$ cat src/rtl/isbie_pkg.sv
package isbie_pkg;

	// ====================================================
	// Widths and bus address
	localparam int         PORT_W     = 8;
	localparam int         SYNC_W     = 20;
	localparam logic [4:0] ADDR_FIXED = 5'h1D; // Upper five address bits
	localparam logic [3:0] BITS_BYTE  = 4'h8;

	// ====================================================
	// Command byte: bits [2:1] pick the kind, bit 0 the port
	localparam logic [1:0] KIND_INPUT  = 2'h0;
	localparam logic [1:0] KIND_OUTPUT = 2'h1;
	localparam logic [1:0] KIND_POLAR  = 2'h2;
	localparam logic [1:0] KIND_DIR    = 2'h3;
	localparam logic [2:0] CMD_RST     = 3'h0;

	// ====================================================
	// Register values after reset
	localparam logic [7:0] OUT_RST = 8'hFF;
	localparam logic [7:0] POL_RST = 8'h00;
	localparam logic [7:0] DIR_RST = 8'hFF; // All pins inputs

	// ====================================================
	// Protocol states, Gray coded along the usual path
	typedef enum logic [2:0] {
		ST_IDLE  = 3'h0,
		ST_ADDR  = 3'h1,
		ST_AACK  = 3'h3,
		ST_WBYTE = 3'h2,
		ST_WACK  = 3'h6,
		ST_RBYTE = 3'h7,
		ST_RACK  = 3'h5
	} isbie_state_e;

	// ====================================================
	// State of one 8-bit port as seen by the read path
	typedef struct packed {
		logic [7:0] in_val;
		logic [7:0] out_val;
		logic [7:0] pol;
		logic [7:0] dir;
	} isbie_port_s;

endpackage

$ cat src/rtl/isbie_sync.sv
`timescale 1ns/1ns
module isbie_sync #(
	parameter int W = 1
) (
	input  wire logic         clk,
	input  wire logic         rst_n,
	input  wire logic [W-1:0] d,
	output      logic [W-1:0] q
);

	logic [W-1:0] meta;

	// ====================================================
	// Two-stage synchroniser; meta feeds only the second stage
	always_ff @(posedge clk or negedge rst_n) begin
		if (!rst_n) begin
			meta <= '0;
			q    <= '0;
		end else begin
			meta <= d;
			q    <= meta;
		end
	end

endmodule

$ cat src/rtl/isbie_port.sv
`timescale 1ns/1ns
module isbie_port (
	input  wire logic                 clk,
	input  wire logic                 rst_n,
	input  wire logic [7:0]           pins,
	input  wire logic                 wr_en,
	input  wire logic [1:0]           wr_sel,
	input  wire logic [7:0]           wr_data,
	input  wire logic                 rd_clr,
	output      isbie_pkg::isbie_port_s st,
	output      logic [7:0]           pin_out,
	output      logic [7:0]           pin_oe,
	output      logic                 alert
);

	logic [7:0] out_reg;
	logic [7:0] pol_reg;
	logic [7:0] dir_reg;
	logic [7:0] snap;
	logic       primed;
	logic [1:0] warm;
	logic [7:0] diff;

	// ====================================================
	// Software-written state; writes to the input kind are dropped
	always_ff @(posedge clk or negedge rst_n) begin
		if (!rst_n) begin
			out_reg <= isbie_pkg::OUT_RST;
			pol_reg <= isbie_pkg::POL_RST;
			dir_reg <= isbie_pkg::DIR_RST;
		end else if (wr_en) begin
			case (wr_sel)
				isbie_pkg::KIND_OUTPUT: out_reg <= wr_data;
				isbie_pkg::KIND_POLAR:  pol_reg <= wr_data;
				isbie_pkg::KIND_DIR:    dir_reg <= wr_data;
				default:                out_reg <= out_reg;
			endcase
		end
	end

	// ====================================================
	// Latched input level; caught once after reset, then per read.
	// The pin synchroniser shows reset zeros for two edges, so the first
	// capture waits for it, else a high pin would alert right after reset.
	always_ff @(posedge clk or negedge rst_n) begin
		if (!rst_n) begin
			snap   <= 8'h00;
			primed <= 1'b0;
			warm   <= 2'h0;
		end else begin
			if (warm != 2'h3) begin
				warm <= warm + 2'h1;
			end
			if (warm == 2'h2 || rd_clr) begin
				snap   <= pins;
				primed <= 1'b1;
			end
		end
	end

	// Only input pins compare; a change in the clear cycle shows next cycle
	assign diff = (pins ^ snap) & dir_reg & {8{primed}};

	// ====================================================
	// Pin drivers and alert, all registered
	always_ff @(posedge clk or negedge rst_n) begin
		if (!rst_n) begin
			pin_out <= 8'h00;
			pin_oe  <= 8'h00;
			alert   <= 1'b0;
		end else begin
			pin_out <= out_reg;
			pin_oe  <= ~dir_reg;
			alert   <= |diff;
		end
	end

	// Bit 7 of each byte is pin 7
	assign st = '{in_val: pins ^ pol_reg, out_val: out_reg,
		pol: pol_reg, dir: dir_reg};

	// ====================================================
	// Checks
	property p_alert_set;
		@(posedge clk) disable iff (!rst_n)
		(diff != 8'h00) |=> alert;
	endproperty
	a_alert_set: assert property (p_alert_set)
		else $error("alert not raised on input change");

	property p_out_quiet;
		@(posedge clk) disable iff (!rst_n)
		(((pins ^ snap) & dir_reg) == 8'h00) |=> !alert;
	endproperty
	a_out_quiet: assert property (p_out_quiet)
		else $error("alert raised without input mismatch");

	property p_hiz;
		@(posedge clk) disable iff (!rst_n)
		(dir_reg == 8'hFF) |=> (pin_oe == 8'h00);
	endproperty
	a_hiz: assert property (p_hiz)
		else $error("input pin driven");

	property p_drive;
		@(posedge clk) disable iff (!rst_n)
		##1 ((pin_out & pin_oe) == ($past(out_reg) & ~$past(dir_reg)));
	endproperty
	a_drive: assert property (p_drive)
		else $error("output pin level wrong");

	property p_hold;
		@(posedge clk) disable iff (!rst_n)
		(primed && !rd_clr) |=> (snap == $past(snap));
	endproperty
	a_hold: assert property (p_hold)
		else $error("latched input moved without read");

	property p_polar;
		@(posedge clk) disable iff (!rst_n)
		(pol_reg == 8'hFF) |-> (st.in_val == ~pins);
	endproperty
	a_polar: assert property (p_polar)
		else $error("polarity inversion not applied");

endmodule

$ cat src/rtl/isbie_top.sv
`timescale 1ns/1ns
// Contract
// - Two independent 8-bit ports with direction, input, output, polarity.
// - After reset every pin of both ports is an input.
// - Input value reads inverted where the polarity bit is set.
// - All eight registers are readable over the bus.
// - Low reset input holds registers and protocol at defaults.
// - Reset input gives the same initialisation as power-on.
// - Alert drives low when an input pin differs from its latched value.
// - Alert releases on level return or read of that port's input.
// - Read release happens at the acknowledge rising edge before data.
// - A change during that acknowledge pulse may be short or lost.
// - After release each new input change raises the alert again.
// - Traffic to other targets leaves alert and latch untouched.
// - Output pins never contribute to the alert.
// - Output to input switch compares and may raise the alert.
// - Alert clearing is per port; one port's read leaves the other.
// - Input pins have both drivers off, high impedance.
// - Output pins are driven to their output register bit.
// - Two select pins give the low address bits; four devices.
// - Device answers addresses 0x74 to 0x77 by select pins.
// - Address LSB one means device sends, zero means write.
// - First written byte is the command; three low bits pick register.
// - Reads stay on the addressed register pair until new command.
module isbie_top (
	input  wire logic       ref_clk,
	input  wire logic       arst_n,
	input  wire logic       scl_in,
	input  wire logic       sda_in,
	output      logic       sda_out,
	output      logic       sda_oe,
	input  wire logic       addr_sel_lo,
	input  wire logic       addr_sel_hi,
	input  wire logic [7:0] bank_zero_pins_in,
	output      logic [7:0] bank_zero_pins_out,
	output      logic [7:0] bank_zero_pins_oe,
	input  wire logic [7:0] bank_one_pins_in,
	output      logic [7:0] bank_one_pins_out,
	output      logic [7:0] bank_one_pins_oe,
	output      logic       alert_out,
	output      logic       alert_oe
);

	logic                           rst_q1;
	logic                           rst_n;
	logic [isbie_pkg::SYNC_W-1:0]   sync_q;
	logic                           scl_s;
	logic                           sda_s;
	logic [1:0]                     asel;
	logic                           scl_d;
	logic                           sda_d;
	logic                           scl_rise;
	logic                           scl_fall;
	logic                           start_c;
	logic                           stop_c;
	isbie_pkg::isbie_state_e        state;
	logic [3:0]                     bit_cnt;
	logic [7:0]                     shreg;
	logic                           rw;
	logic                           first;
	logic [2:0]                     cmd;
	logic                           wr_en;
	logic [2:0]                     wr_idx;
	logic [7:0]                     wr_data;
	logic [1:0]                     rd_clr;
	logic [2:0]                     next_idx;
	isbie_pkg::isbie_port_s         st0;
	isbie_pkg::isbie_port_s         st1;
	logic                           alert0;
	logic                           alert1;
	logic                           addr_hit;

	// ====================================================
	// Reset release; the pin reset and power-on share this path
	always_ff @(posedge ref_clk or negedge arst_n) begin
		if (!arst_n) begin
			rst_q1 <= 1'b0;
			rst_n  <= 1'b0;
		end else begin
			rst_q1 <= 1'b1;
			rst_n  <= rst_q1;
		end
	end

	// ====================================================
	// Input synchronisers for bus, select and port pins
	isbie_sync #(
		.W (isbie_pkg::SYNC_W)
	) u_sync (
		.clk   (ref_clk),
		.rst_n (rst_n),
		.d     ({addr_sel_hi, addr_sel_lo, bank_one_pins_in,
			bank_zero_pins_in, sda_in, scl_in}),
		.q     (sync_q)
	);

	assign scl_s = sync_q[0];
	assign sda_s = sync_q[1];
	assign asel  = sync_q[19:18];

	// ====================================================
	// Edge and condition detection on the synchronised lines
	always_ff @(posedge ref_clk or negedge rst_n) begin
		if (!rst_n) begin
			scl_d <= 1'b1;
			sda_d <= 1'b1;
		end else begin
			scl_d <= scl_s;
			sda_d <= sda_s;
		end
	end

	assign scl_rise = scl_s & ~scl_d;
	assign scl_fall = ~scl_s & scl_d;
	// Idle bus is trusted to the controller; a START is always taken
	assign start_c  = scl_s & scl_d & sda_d & ~sda_s;
	assign stop_c   = scl_s & scl_d & ~sda_d & sda_s;
	assign addr_hit = (shreg[7:1] == {isbie_pkg::ADDR_FIXED, asel});

	// Reads after the first byte move to the pair partner
	assign next_idx = {cmd[2:1], ~cmd[0]};

	// ====================================================
	// Register read mux, index from the command byte
	function automatic logic [7:0] read_reg(input logic [2:0] idx,
		input isbie_pkg::isbie_port_s a, input isbie_pkg::isbie_port_s b);
		isbie_pkg::isbie_port_s p;
		p = idx[0] ? b : a;
		case (idx[2:1])
			isbie_pkg::KIND_INPUT:  read_reg = p.in_val;
			isbie_pkg::KIND_OUTPUT: read_reg = p.out_val;
			isbie_pkg::KIND_POLAR:  read_reg = p.pol;
			default:                read_reg = p.dir;
		endcase
	endfunction

	// ====================================================
	// Target protocol engine; sda_oe high pulls the data line
	always_ff @(posedge ref_clk or negedge rst_n) begin
		if (!rst_n) begin
			state   <= isbie_pkg::ST_IDLE;
			bit_cnt <= 4'h0;
			shreg   <= 8'h00;
			rw      <= 1'b0;
			first   <= 1'b0;
			cmd     <= isbie_pkg::CMD_RST;
			sda_oe  <= 1'b0;
			wr_en   <= 1'b0;
			wr_idx  <= 3'h0;
			wr_data <= 8'h00;
			rd_clr  <= 2'h0;
		end else begin
			wr_en  <= 1'b0;
			rd_clr <= 2'h0;
			if (start_c) begin
				state   <= isbie_pkg::ST_ADDR;
				bit_cnt <= 4'h0;
				sda_oe  <= 1'b0;
			end else if (stop_c) begin
				state  <= isbie_pkg::ST_IDLE;
				sda_oe <= 1'b0;
			end else begin
				case (state)
					isbie_pkg::ST_IDLE: begin
						sda_oe <= 1'b0;
					end
					isbie_pkg::ST_ADDR: begin
						if (scl_rise) begin
							shreg   <= {shreg[6:0], sda_s};
							bit_cnt <= bit_cnt + 4'h1;
						end else if (scl_fall &&
							bit_cnt == isbie_pkg::BITS_BYTE) begin
							bit_cnt <= 4'h0;
							// Other targets: stay silent until next START
							if (addr_hit) begin
								state  <= isbie_pkg::ST_AACK;
								sda_oe <= 1'b1;
								rw     <= shreg[0];
							end else begin
								state <= isbie_pkg::ST_IDLE;
							end
						end
					end
					isbie_pkg::ST_AACK: begin
						if (scl_rise && rw) begin
							shreg <= read_reg(cmd, st0, st1);
							if (cmd[2:1] == isbie_pkg::KIND_INPUT)
								rd_clr[cmd[0]] <= 1'b1;
						end else if (scl_fall) begin
							first <= 1'b1;
							if (rw) begin
								state   <= isbie_pkg::ST_RBYTE;
								sda_oe  <= ~shreg[7];
								shreg   <= {shreg[6:0], 1'b0};
								bit_cnt <= 4'h1;
							end else begin
								state   <= isbie_pkg::ST_WBYTE;
								sda_oe  <= 1'b0;
								bit_cnt <= 4'h0;
							end
						end
					end
					isbie_pkg::ST_WBYTE: begin
						if (scl_rise) begin
							shreg   <= {shreg[6:0], sda_s};
							bit_cnt <= bit_cnt + 4'h1;
						end else if (scl_fall &&
							bit_cnt == isbie_pkg::BITS_BYTE) begin
							state   <= isbie_pkg::ST_WACK;
							sda_oe  <= 1'b1;
							bit_cnt <= 4'h0;
							if (first) begin
								cmd   <= shreg[2:0];
								first <= 1'b0;
							end else begin
								wr_en   <= 1'b1;
								wr_idx  <= cmd;
								wr_data <= shreg;
								cmd     <= next_idx;
							end
						end
					end
					isbie_pkg::ST_WACK: begin
						if (scl_fall) begin
							state  <= isbie_pkg::ST_WBYTE;
							sda_oe <= 1'b0;
						end
					end
					isbie_pkg::ST_RBYTE: begin
						if (scl_fall) begin
							if (bit_cnt == isbie_pkg::BITS_BYTE) begin
								state   <= isbie_pkg::ST_RACK;
								sda_oe  <= 1'b0;
								bit_cnt <= 4'h0;
							end else begin
								sda_oe  <= ~shreg[7];
								shreg   <= {shreg[6:0], 1'b0};
								bit_cnt <= bit_cnt + 4'h1;
							end
						end
					end
					isbie_pkg::ST_RACK: begin
						if (scl_rise) begin
							if (sda_s) begin
								state <= isbie_pkg::ST_IDLE;
							end else begin
								// Release and reload in one pulse
								shreg <= read_reg(next_idx, st0, st1);
								cmd   <= next_idx;
								if (next_idx[2:1] == isbie_pkg::KIND_INPUT)
									rd_clr[next_idx[0]] <= 1'b1;
							end
						end else if (scl_fall) begin
							state   <= isbie_pkg::ST_RBYTE;
							sda_oe  <= ~shreg[7];
							shreg   <= {shreg[6:0], 1'b0};
							bit_cnt <= 4'h1;
						end
					end
					default: begin
						state <= isbie_pkg::ST_IDLE;
					end
				endcase
			end
		end
	end

	// ====================================================
	// The two ports
	isbie_port u_port0 (
		.clk     (ref_clk),
		.rst_n   (rst_n),
		.pins    (sync_q[9:2]),
		.wr_en   (wr_en & ~wr_idx[0]),
		.wr_sel  (wr_idx[2:1]),
		.wr_data (wr_data),
		.rd_clr  (rd_clr[0]),
		.st      (st0),
		.pin_out (bank_zero_pins_out),
		.pin_oe  (bank_zero_pins_oe),
		.alert   (alert0)
	);

	isbie_port u_port1 (
		.clk     (ref_clk),
		.rst_n   (rst_n),
		.pins    (sync_q[17:10]),
		.wr_en   (wr_en & wr_idx[0]),
		.wr_sel  (wr_idx[2:1]),
		.wr_data (wr_data),
		.rd_clr  (rd_clr[1]),
		.st      (st1),
		.pin_out (bank_one_pins_out),
		.pin_oe  (bank_one_pins_oe),
		.alert   (alert1)
	);

	// ====================================================
	// Open-drain outputs; the driven level is always low
	always_ff @(posedge ref_clk or negedge rst_n) begin
		if (!rst_n) begin
			alert_oe  <= 1'b0;
			alert_out <= 1'b0;
			sda_out   <= 1'b0;
		end else begin
			alert_oe  <= alert0 | alert1;
			alert_out <= 1'b0;
			sda_out   <= 1'b0;
		end
	end

	// ====================================================
	// Checks
	property p_ack_match;
		@(posedge ref_clk) disable iff (!rst_n)
		(state == isbie_pkg::ST_ADDR && scl_fall && !start_c && !stop_c &&
			bit_cnt == isbie_pkg::BITS_BYTE && !addr_hit)
			|=> (state == isbie_pkg::ST_IDLE && !sda_oe);
	endproperty
	a_ack_match: assert property (p_ack_match)
		else $error("foreign address acknowledged");

	property p_clr_when;
		@(posedge ref_clk) disable iff (!rst_n)
		(rd_clr != 2'h0) |-> $past(scl_rise) &&
			($past(state) == isbie_pkg::ST_AACK ||
			$past(state) == isbie_pkg::ST_RACK);
	endproperty
	a_clr_when: assert property (p_clr_when)
		else $error("alert cleared outside read acknowledge");

	property p_clr_port;
		@(posedge ref_clk) disable iff (!rst_n)
		(rd_clr != 2'h0) |-> (rd_clr != 2'h3);
	endproperty
	a_clr_port: assert property (p_clr_port)
		else $error("both ports cleared by one read");

	property p_read_dir;
		@(posedge ref_clk) disable iff (!rst_n)
		(state == isbie_pkg::ST_RBYTE) |-> rw;
	endproperty
	a_read_dir: assert property (p_read_dir)
		else $error("sending data on a write");

	property p_cmd_hold;
		@(posedge ref_clk) disable iff (!rst_n)
		(state inside {isbie_pkg::ST_IDLE, isbie_pkg::ST_ADDR,
			isbie_pkg::ST_AACK}) |=> (cmd == $past(cmd));
	endproperty
	a_cmd_hold: assert property (p_cmd_hold)
		else $error("command changed without a byte");

	c_write: cover property (@(posedge ref_clk) disable iff (!rst_n)
		wr_en);
	c_read_clr: cover property (@(posedge ref_clk) disable iff (!rst_n)
		rd_clr[1]);
	c_alert: cover property (@(posedge ref_clk) disable iff (!rst_n)
		alert_oe ##1 !alert_oe);

endmodule

$ cat config.mk
export PLATFORM = sky130hd
export DESIGN_NAME = isbie_top
export DESIGN_NICKNAME = d
export VERILOG_FILES = /design/src/rtl/isbie_pkg.sv /design/src/rtl/isbie_sync.sv /design/src/rtl/isbie_port.sv /design/src/rtl/isbie_top.sv
export SDC_FILE = /design/constraint.sdc
export NUM_CORES = 1
export LEC_CHECK = 0
export ABC_CLOCK_PERIOD_IN_PS = 5300
export BUFFER_PORTS_ARGS = -buffer_cell sky130_fd_sc_hd__buf_2
export CORE_ASPECT_RATIO = 0.8
export CORE_MARGIN = 10
export CORE_UTILIZATION = 55
export DETAILED_ROUTE_END_ITERATION = 8
export PLACE_DENSITY = 0.74
export RECOVER_POWER = 50
export SYNTH_ARGS = -nofsm -noshare
export SYNTH_HDL_FRONTEND = slang
export SYNTH_SLANG_ARGS = --single-unit
$ cat constraint.sdc
create_clock -name ref_clk -period 5.3 [get_ports ref_clk]
set_input_delay 0.53 -clock ref_clk [delete_from_list [all_inputs] [get_ports ref_clk]]
set_output_delay 0.53 -clock ref_clk [all_outputs]
set_load 0.01 [all_outputs]
# Yosys cells after proc, flatten, opt, wreduce, memory -nomap -nowiden
# Index checks and enable logic that the tools add are counted.
[totals]
ramBits = 0
n_memories = 0
latchBits = 0
reg_bits = 184
input_bits = 22
mem_bits_ro = 0
wordCells = 247
[classes]
n_lt_le_gt_ge = 4
multipliers = 0
n_reduce_logical = 31
div_mod_pow = 0
muxes = 88
n_bitwise = 32
n_shift = 0
add_sub_neg = 3
eq_ne = 52
[ops]
columns = ["op", "n"]
rows = [
  ["$mux 8", 9],
  ["$mux 32", 2],
  ["$mux 3", 18],
  ["$ne 4x4->1 const B", 12],
  ["$pmux 8 s3", 2],
  ["$mux 4", 10],
  ["$and 8x8->8", 4],
  ["$pmux 8 s4", 1],
  ["$xor 8x8->8", 4],
  ["$mux 1", 30],
  ["$ne 3x3->1 const B", 10],
  ["$reduce_and 12->1", 2],
  ["$ne 2x2->1 const B", 11],
  ["$pmux 3 s7", 1],
  ["$reduce_and 7->1", 3],
  ["$mux 2", 8],
  ["$not 8->8", 2],
  ["$pmux 4 s4", 1],
  ["$reduce_or 8->1", 2],
  ["$not 1->1", 12],
  ["$reduce_and 2->1", 6],
  ["$reduce_and 6->1", 2],
  ["$eq 2x2->1 const B", 5],
  ["$reduce_and 10->1", 1],
  ["other kinds (31)", 52],
]

# Depth between registers and ports, before layout
# Gate-level depths: netlist of the first run.
[logic_depth]
ltp_word = 11
depth_mapped = 10
depth_no_buf = 8

# By module
# Synthesis of the first run repeated with hierarchy kept, for this count alone.
[hier_totals]
cells_unflattened = 728
area_unflattened_um2 = 8775.9
[by_module_without_submodules]
columns = ["mod", "n_inst", "cells_per_inst", "area_per_inst_um2", "seq_area_each_um2"]
rows = [
  ["isbie_port", 2, 124, 1979.4, 1321.3],
  ["isbie_top", 1, 440, 3816.2, 1003.5],
  ["isbie_sync", 1, 40, 1001.0, 1001.0],
]

# Worst setup path before layout of the first run
# OpenSTA, ideal clock, no wires.
[synth_path]
path_type = "register -> register"
start = "register scl_d"
end = "register wr_data[0]"
setup_slack_ps = 3293
arrival_time_ps = 1883
stages_incl_launch_ff = 7
n_path_buf = 1
t_required_ps = 5175
synth_period_minus_slack_ps = 2007
path_cell_list = "dfstp_2 ha_1 nand4b_1 nand2b_4 nor4_4 buf_6 mux2_2"
[synth_via]
elab_chain_len = 5
elab_cells_between_ends = 13
classes_between = "11 x bitwise; 2 x reduce/logical"
[synth_rtl]
columns = ["item", "line", "text"]
rows = [
  ["from (decl)", "isbie_top.sv:50", "logic scl_d;"],
  ["from (signal assigned)", "isbie_top.sv:108", "scl_d <= scl_s;"],
  ["$and 1x1->1", "isbie_top.sv:116, isbie_top.sv:117", ""],
  ["$and 1x1->1, on equally long branches (2 in series)", "isbie_top.sv:117, isbie_top.sv:116", ""],
  ["$not 1->1 (no line)", "-", ""],
  ["$reduce_and 6->1 (no line) *", "-", ""],
  ["to (signal assigned)", "isbie_top.sv:218", "wr_data <= shreg;"],
  ["to (decl)", "isbie_top.sv:64", "logic [7:0] wr_data;"],
]
# Mark *: on every way between the ends. The rest lies on a longest branch, timed or not.
# A chain may end at the register's enable or synchronous reset.

# Final worst setup path of the first run
[layout_path]
start = "register cmd[1]"
end = "register shreg[5]"
[layout_via]
elab_chain_len = 5
elab_cells_between_ends = 9
classes_between = "2 x eq/ne; 6 x mux; 1 x reduce/logical"
[layout_rtl]
columns = ["item", "line", "text"]
rows = [
  ["from (decl)", "isbie_top.sv:61", "logic [2:0] cmd;"],
  ["from (signal assigned)", "isbie_top.sv:146", "cmd <= isbie_pkg::CMD_RST;"],
  ["from (signal assigned)", "isbie_top.sv:213", "cmd <= shreg[2:0];"],
  ["from (signal assigned)", "isbie_top.sv:219", "cmd <= next_idx;"],
  ["$eq 2x2->1, or another cell as far along", "isbie_top.sv:129", "case (idx[2:1])"],
  ["$pmux 8 s3", "isbie_top.sv:129", ""],
  ["$mux 8", "isbie_top.sv:244", "if (sda_s) begin"],
  ["$mux 8", "isbie_top.sv:243", "if (scl_rise) begin"],
  ["$pmux 8 s4 *", "isbie_top.sv:163", "case (state)"],
  ["to (signal assigned)", "isbie_top.sv:169", "shreg <= {shreg[6:0], sda_s};"],
  ["to (signal assigned)", "isbie_top.sv:248", "shreg <= read_reg(next_idx, st0, st1);"],
  ["to (signal assigned)", "isbie_top.sv:256", "shreg <= {shreg[6:0], 1'b0};"],
  ["to (decl)", "isbie_top.sv:58", "logic [7:0] shreg;"],
]
# Mark *: on every way between the ends. The rest lies on a longest branch, timed or not. The select of a mux whose other input is x is not followed.

==> metrics.md, run 1 <==
| Metric | Value |
|---|---|
| Max Slew Vio Count | 75 |
| PortBufs | 55 |
| Pin count of the biggest net entering global routing | 109 |
| Drc violations | 0 |
| Post-synthesis sequential area ratio | 0.545 |
| DR vias | 5687 |
| Status | finished with violations |
| Worst R2R End | shreg[5]$_DFFE_PN0P_ |
| Initial antenna violation count | 0 |
| Final Skew | around 7.9 ps |
| EDFF count, synth | 0 |
| Nets | approximately 770 |
| Postcts setup bufs | 0 |
| Detail Placement HPWL | 13900 µm |
| DR WL/cell | 20.9 µm |
| Worst Hold Class | input port to flip-flop |
| Top cell by count, worst path | nor2_1 |
| Worst Path Required | 5600 ps |
| R2R setup slack | 2120 ps |
| Switching Power | 0.000772 W |
| Final instance area | approximately 9500 µm² |
| Most frequent cells in the layout | 149 x dfrtp_1, 76 x mux2_2, 47 x inv_1 |
| Top-area cell type share of the netlist area | 0.440 |
| Die ar. | 20900 µm² |
| Crit path capture | shreg[5]$_DFFE_PN0P_ |
| Detailed Route WL | 20200 µm |
| Yosys warnings | 0 |
| Final Wtd Congestion | about 0.95 |
| Final worst path period need | 3180 ps |
| Synthesis-stage register bit count | 184 |
| Slowest stage cell, crit path | dfrtp_1 |
| Synth Area per Inst | 12.2 µm² |
| Ys async rst share | 1.00 |
| CP Class | flip-flop to flip-flop |
| PostCTS Resize Cnt | 0 |
| Sw frac | 0.260 |
| CP cell instances | inv_1 -> mux4_2 -> nor2_1 -> nor2_1 -> a2111oi_0 -> a21oi_1 |
| Internal power | about 0.0022 W |
| Cell variety after synth | 64 |
| Top Registers | u_sync.meta (20), u_sync.q (20) |
| Root Driver | clkbuf_16 |
| H-tree levels | 4 |
| Clk pwr share | 0.428 |
| Clk sinks | 184 |
| Multi-input gate area in the final layout | 3500 µm² |
| Gate power share | 0.053 |
| GRT Util Overall | 0.194 |
| Critical path peak fanout | 29 |
| Most common cell after layout, fill and taps aside | dfrtp_1 |
| Worst slew pin tran | 2950 ps |
| First-pass GRT wire length | 32600 µm |
| Post-DRT Antenna Nets | 0 |
| Static leakage | 4.00 nW |
| Fin crit share | 0.599 |
| Initial core utilization | 0.564 |
| DR vias/cell | 5.89 |
| Top_reg_cell synth | dfrtp_1 |
| CTS tree | built |
| CP max stage delay | 1080 ps |
| DIE WIDTH | 159 µm |
| R2R depth | 6 |
| CTS buffer count | 17 |
| Clock Latency Late Sink | 430 ps |
| CTS hold repair buffers | 1 |
| Slew headroom | -0.964 |
| Filler cells | 1206 |
| Diodes inserted | 0 |
| Pwr dens | 314 nW/µm² |
| Worst-path clk slew | 70 ps |
| Total grt overflow | 0 |
| Max-cap violation count | 1 |
| Max clock buf depth | 2 |
| Largest area contributor in the netlist | dfrtp_1 |
| Pre-Repair DR Iteration Count | 5 |
| Crit. Startpoint | cmd[1]$_DFFE_PN0P_ |
| Die Y | 131 µm |
| Share of layout cells above drive strength 1 | 0.217 |
| Sequential Power Share | 0.518 |
| R2R Path Start | cmd[1]$_DFFE_PN0P_ |
| Initial drt markers | 646 |
| Placed inst area | 8920 µm² |
| Failing checks | max-capacitance violations, max-slew violations |
| Critical Path End Type | flip-flop |
| Vias in the first global route | 5757 |
| RSZ-0062 raised after global routing | false |
| Final hold vios | 0 |
| Worst vdd rail ir drop | 215 µV |
| Register Area | 4650 µm² |
| Area growth syn-to-layout | 11.1% |
| Crit path DAT | 3480 ps |
| Instance count of the mapped netlist | 700 |
| I/O Pins | 58 |
| Setup violations, final | 0 |
| TNS Setup | 0 ps |
| Worst Setup Start Kind | flip-flop |
| Placeable Area | 15100 µm² |
| Achievable Freq | 315 MHz |
| Synth area leaders | dfrtp_1 44%, dfstp_2 10%, mux2_2 10% |
| Synth Cell Area | 8530 µm² |
| Site row count | 40 |
cells in the mapped netlist, drive strengths merged (3+ instances only):
library cell	instances
nand2b	4
o32ai	3
a211oi	6
mux2	76
xor2	24
a32oi	5
mux4	21
nand4b	5
ha	9
xnor2	12
o31ai	3
and2	3
dfrtp	150
nand3	13
o21ai	40
buf	29
a2111oi	8
o2bb2ai	4
and3	3
a21oi	40
dfstp	34
clkbuf	10
nor2b	13
nor3	8
nor2	28
nand2	40
nand4	4
mux2i	10
o22ai	6
inv	48
o2111ai	3
a31oi	4
a221oi	6
routing by layer:
layer / vias up / track usage / share of wire
met4: 0 / 0.0601 / 0.017
li1: 2573 / - / -
met3: 30 / 0.0540 / 0.071
met1: 2876 / 0.286 / 0.48
met5: - / 0 / 0
met2: 208 / 0.272 / 0.43
power by group through the flow:
stage               clock [W]  sequential (W)  combinational [W]
CTS                   0.00129         0.00154           0.000160
floorplan                   0         0.00154           0.000110
global route          0.00136         0.00155           0.000179
detailed placement          0         0.00157           0.000157
global placement            0         0.00156           0.000151
finish                0.00127         0.00154           0.000158
worst min-delay path by stage:
stage | startpoint | endpoint | slack [ps] | cells after the start
finish | bank_one_pins_in[1] | u_sync.meta[11]$_DFF_PN0_ | 200 | 1
global route | bank_one_pins_in[5] | u_sync.meta[15]$_DFF_PN0_ | 180 | 1
CTS | bank_zero_pins_in[6] | u_sync.meta[8]$_DFF_PN0_ | 180 | 1
detailed placement | arst_n | rst_q1$_DFF_PN0_ | 320 | 1
global placement | arst_n | rst_q1$_DFF_PN0_ | 320 | 1
floorplan | arst_n | rst_n$_DFF_PN0_ | 230 | 0
area by class of cell:
class | count | area share
clock buffers | 17 | 0.0449
multi-input cells | 430 | 0.369
clock inverters | 15 | 0.0185
well taps | 210 | 0.0277
flip-flops and latches | 184 | 0.490
repair buffers | 61 | 0.0302
inverters | 48 | 0.0190
worst max-delay path, delay by kind of cell (launching register included):
family	cells	cell delay, ps
flops	1	1080
buf+inv	1	700
simple gates	2	130
mux	1	630
compound gates	2	500
logic make-up (layout without fill, tap and decap cells):
logic type,after synthesis,in the layout,share of synthesized area
simple gates,133,133,0.0819
mux,107,107,0.168
other cells,2,3,0.000880
buf+inv,87,141,0.0471
flops,184,184,0.545
xor+xnor,36,36,0.0370
fa+ha+maj,9,9,0.0132
compound gates,142,142,0.108
per-stage QoR:
stage                     power [W]  hold slack (ps)   util  setup slack [ps]  cells
after CTS                   0.00299              182  0.631              2180    965
final                       0.00297              196  0.627              2120    965
after floorplan             0.00165              234      -              2300    701
after global routing        0.00309              176  0.627              1730    965
after detailed placement    0.00172              320  0.590              2180    932
after global placement      0.00171              315  0.590              2360    932
Power figures use the tool's default switching activity.
==> run 2, diff against run 1 <==
--- a/config.mk
+++ b/config.mk
@@ -5,13 +5,13 @@
 export SDC_FILE = /design/constraint.sdc
 export NUM_CORES = 1
 export LEC_CHECK = 0
-export ABC_CLOCK_PERIOD_IN_PS = 5300
+export ABC_CLOCK_PERIOD_IN_PS = 3300
 export BUFFER_PORTS_ARGS = -buffer_cell sky130_fd_sc_hd__buf_2
 export CORE_ASPECT_RATIO = 0.8
 export CORE_MARGIN = 10
 export CORE_UTILIZATION = 55
 export DETAILED_ROUTE_END_ITERATION = 8
-export PLACE_DENSITY = 0.74
+export PLACE_DENSITY = 0.72
 export RECOVER_POWER = 50
 export SYNTH_ARGS = -nofsm -noshare
 export SYNTH_HDL_FRONTEND = slang
==> constraint.sdc (replaced) <==
create_clock -name ref_clk -period 3.3 [get_ports ref_clk]
set_input_delay 0.33 -clock ref_clk [delete_from_list [all_inputs] [get_ports ref_clk]]
set_output_delay 0.33 -clock ref_clk [all_outputs]
set_load 0.01 [all_outputs]
==> run 2 against run 1 <==
The flow still finishes with violations (max-capacitance violations, max-slew violations); non-clock buffer count grew 31; critical path depth increased by 1; flip-flop and latch count is the same; sequential power increased by 60%; final cell count up 3.2%.
==> metrics.md, run 2 (synthesis results as in run 1) <==
| Metric | Value |
|---|---|
| Initial core utilization | 0.564 (unchanged) |
| Clk sinks | 184 (unchanged) |
| Failing checks | max-capacitance violations, max-slew violations (unchanged) |
| Slowest stage cell, crit path | dfstp_2 (was dfrtp_1) |
| Detailed Route WL | 20200 µm (about the same) |
| Total grt overflow | 0 (unchanged) |
| Fin util | 0.649 (was 0.627) |
| Slew headroom | -0.483 (was -0.964) |
| Most frequent cells in the layout | 149 x dfrtp_1, 76 x mux2_2, 54 x buf_2 (was 149 x dfrtp_1, 76 x mux2_2, 47 x inv_1) |
| Multi-input gate area in the final layout | 3500 µm² (unchanged) |
| Sequential Power Share | 0.510 (was 0.518) |
| Worst Setup Start Kind | flip-flop (unchanged) |
| Pre-Repair DR Iteration Count | 5 (unchanged) |
| Gate power share | 0.057 (was 0.053) |
| Initial drt markers | 575 (was 646) |
| Top cell by count, worst path | o21ai_0 (was nor2_1) |
| Root Driver | clkbuf_16 (unchanged) |
| Detail Placement HPWL | 13900 µm (about the same) |
| Power after layout | 0.00482 W (was 0.00297 W) |
| Nets | 804 (was 773) |
| Worst Hold Class | input port to flip-flop (unchanged) |
| CTS tree | built (unchanged) |
| Drc violations | 0 (unchanged) |
| Die Y | 131 µm (unchanged) |
| GRT Util Overall | 0.196 (was 0.194) |
| Worst vdd rail ir drop | 452 µV (was 215 µV) |
| DR vias | 5874 (was 5687) |
| Max Slew Vio Count | 49 (was 75) |
| Clk pwr share | 0.432 (was 0.428) |
| TNS Setup | 0 ps (unchanged) |
| DR top layer | met4 (unchanged) |
| Top Registers | u_sync.meta (20), u_sync.q (20) (unchanged) |
| Placeable Area | 15100 µm² (unchanged) |
| PortBufs | 55 (unchanged) |
| Clock Latency Late Sink | 430 ps (about the same) |
| Critical path peak fanout | 8 (was 29) |
| Diodes inserted | 0 (unchanged) |
| Status | finished with violations (unchanged) |
| Fin crit share | 0.795 (was 0.599) |
| Cell family with most CP delay | compound AO/OA/AOI/OAI gates (was flip-flops) |
| Initial antenna violation count | 0 (unchanged) |
| CP max stage delay | 550 ps (was 1080 ps) |
| CTS buffer count | 17 (unchanged) |
| H-tree levels | 4 (unchanged) |
| Switching Power | 0.00120 W (was 0.000772 W) |
| Filler cells | 1174 (was 1206) |
| Max clock buf depth | 2 (unchanged) |
| DP Cell Count | 944 (was 932) |
| Sw frac | 0.249 (was 0.260) |
| Max-cap violation count | 1 (unchanged) |
| Final worst path period need | 2620 ps (was 3180 ps) |
| Achievable Freq | 381 MHz (was 315 MHz) |
| First-pass GRT wire length | 33200 µm (was 32600 µm) |
| Register Area | 4650 µm² (unchanged) |
| PostCTS Resize Cnt | 0 (unchanged) |
| Vias in the first global route | 6034 (was 5757) |
| RSZ-0062 raised after global routing | false (unchanged) |
| Die ar. | 20900 µm² (unchanged) |
| CP Buf/Inv Count | 0 (was 1) |
| Worst-path clk slew | 70 ps (about the same) |
| I/O Pins | 58 (unchanged) |
| DR vias/cell | 5.90 (was 5.89) |
| Worst Path Required | 3620 ps (was 5600 ps) |
| Crit path DAT | 2940 ps (was 3480 ps) |
| Pwr dens | 492 nW/µm² (was 314 nW/µm²) |
| DR WL/cell | 20.3 µm (was 20.9 µm) |
| Area growth syn-to-layout | 15.0% (was 11.1%) |
| Final hold vios | 0 (unchanged) |
| Most common cell after layout, fill and taps aside | dfrtp_1 (unchanged) |
| WHS | 20.8 ps (was 196 ps) |
| DIE WIDTH | 159 µm (unchanged) |
| Met3 routed WL | 1560 µm (was 1440 µm) |
| Pin count of the biggest net entering global routing | 57 (was 109) |
| Site row count | 40 (unchanged) |
| Static leakage | 4.23 nW (was 4.00 nW) |
| Post-DRT Antenna Nets | 0 (unchanged) |
| CP Class | flip-flop to flip-flop (unchanged) |
| Non-Filler Instances | 996 (was 965) |
| DRT met1 WL | 9410 µm (was 9680 µm) |
| Critical Path End Type | flip-flop (unchanged) |
| Final Skew | 11.8 ps (was 7.95 ps) |
| Setup violations, final | 0 (unchanged) |
| Share of layout cells above drive strength 1 | 0.265 (was 0.217) |
| Internal power | 0.00362 W (was 0.00220 W) |
| Worst slew pin tran | 2220 ps (was 2950 ps) |
| CTS hold repair buffers | 20 (was 1) |
| Final Wtd Congestion | 0.874 (was 0.948) |
| Postcts setup bufs | 0 (unchanged) |
| Routed met2 length | 8870 µm (was 8740 µm) |
| CP cell instances | ha_1 -> nand4b_1 -> o2bb2ai_1 -> a32oi_1 -> o21ai_0 -> o21ai_0 -> nand2_1 (was inv_1 -> mux4_2 -> nor2_1 -> nor2_1 -> a2111oi_0 -> a21oi_1) |
==> run 2: cell types whose count changed in the layout (fill, tap and decap cells not counted), sizes merged <==
cell / delta
bufinv: +1
clkinv: -2
buf: +44
dlygate4sd3: +19
clkbuf: -32
inv: +1
==> run 2: metrics by stage <==
stage | cell area (µm²) | setup WS [ps]
6_report | 9810 | 678
5_1_grt | 9810 | 362
4_1_cts | 9830 | 737
3_5_place_dp | 9020 | 760
3_3_place_gp | 9020 | 680
2_1_floorplan | 8530 | 295
==> run 2: final cells by class <==
| type | instances | area share |
|---|---|---|
| Sequential cell | 184 | 0.474 |
| Timing Repair Buffer | 92 | 0.0624 |
| Clock buffer | 17 | 0.0434 |
| Multi-Input combinational cell | 430 | 0.357 |
| Clock inverter | 15 | 0.0186 |
| Inverter | 48 | 0.0184 |
| Tap cell | 210 | 0.0268 |
==> run 2: metal layers <==
layer	GRT usage	vias to the layer above
li1	-	2648
met1	0.274	2944
met2	0.288	244
met3	0.0568	38
met4	0.0627	0
met5	0	-
==> run 2: worst paths after layout <==
check | depth (start not counted) | from | endpoint | slack, ps
max | 7 | scl_d$_DFF_PN1_ | state[1]$_DFFE_PN0P_ | 680
min | 1 | bank_zero_pins_in[3] | u_sync.meta[5]$_DFF_PN0_ | 20
max reg2reg | 7 | scl_d$_DFF_PN1_ | state[1]$_DFFE_PN0P_ | 680
min reg2reg | 0 | u_sync.meta[8]$_DFF_PN0_ | u_sync.q[8]$_DFF_PN0_ | 350
max in group asynchronous | 1 | rst_n$_DFF_PN0_ | u_port0.snap[6]$_DFFE_PN0P_ | 770
min in group asynchronous | 2 | arst_n | rst_n$_DFF_PN0_ | 210
==> run 2: power by group through the flow <==
stage               combinational, W  clock, W  sequential, W
floorplan                   0.000176         0        0.00248
global placement            0.000251         0        0.00250
detailed placement          0.000259         0        0.00250
CTS                         0.000279   0.00212        0.00246
global route                0.000320   0.00224        0.00247
finish                      0.000277   0.00208        0.00246
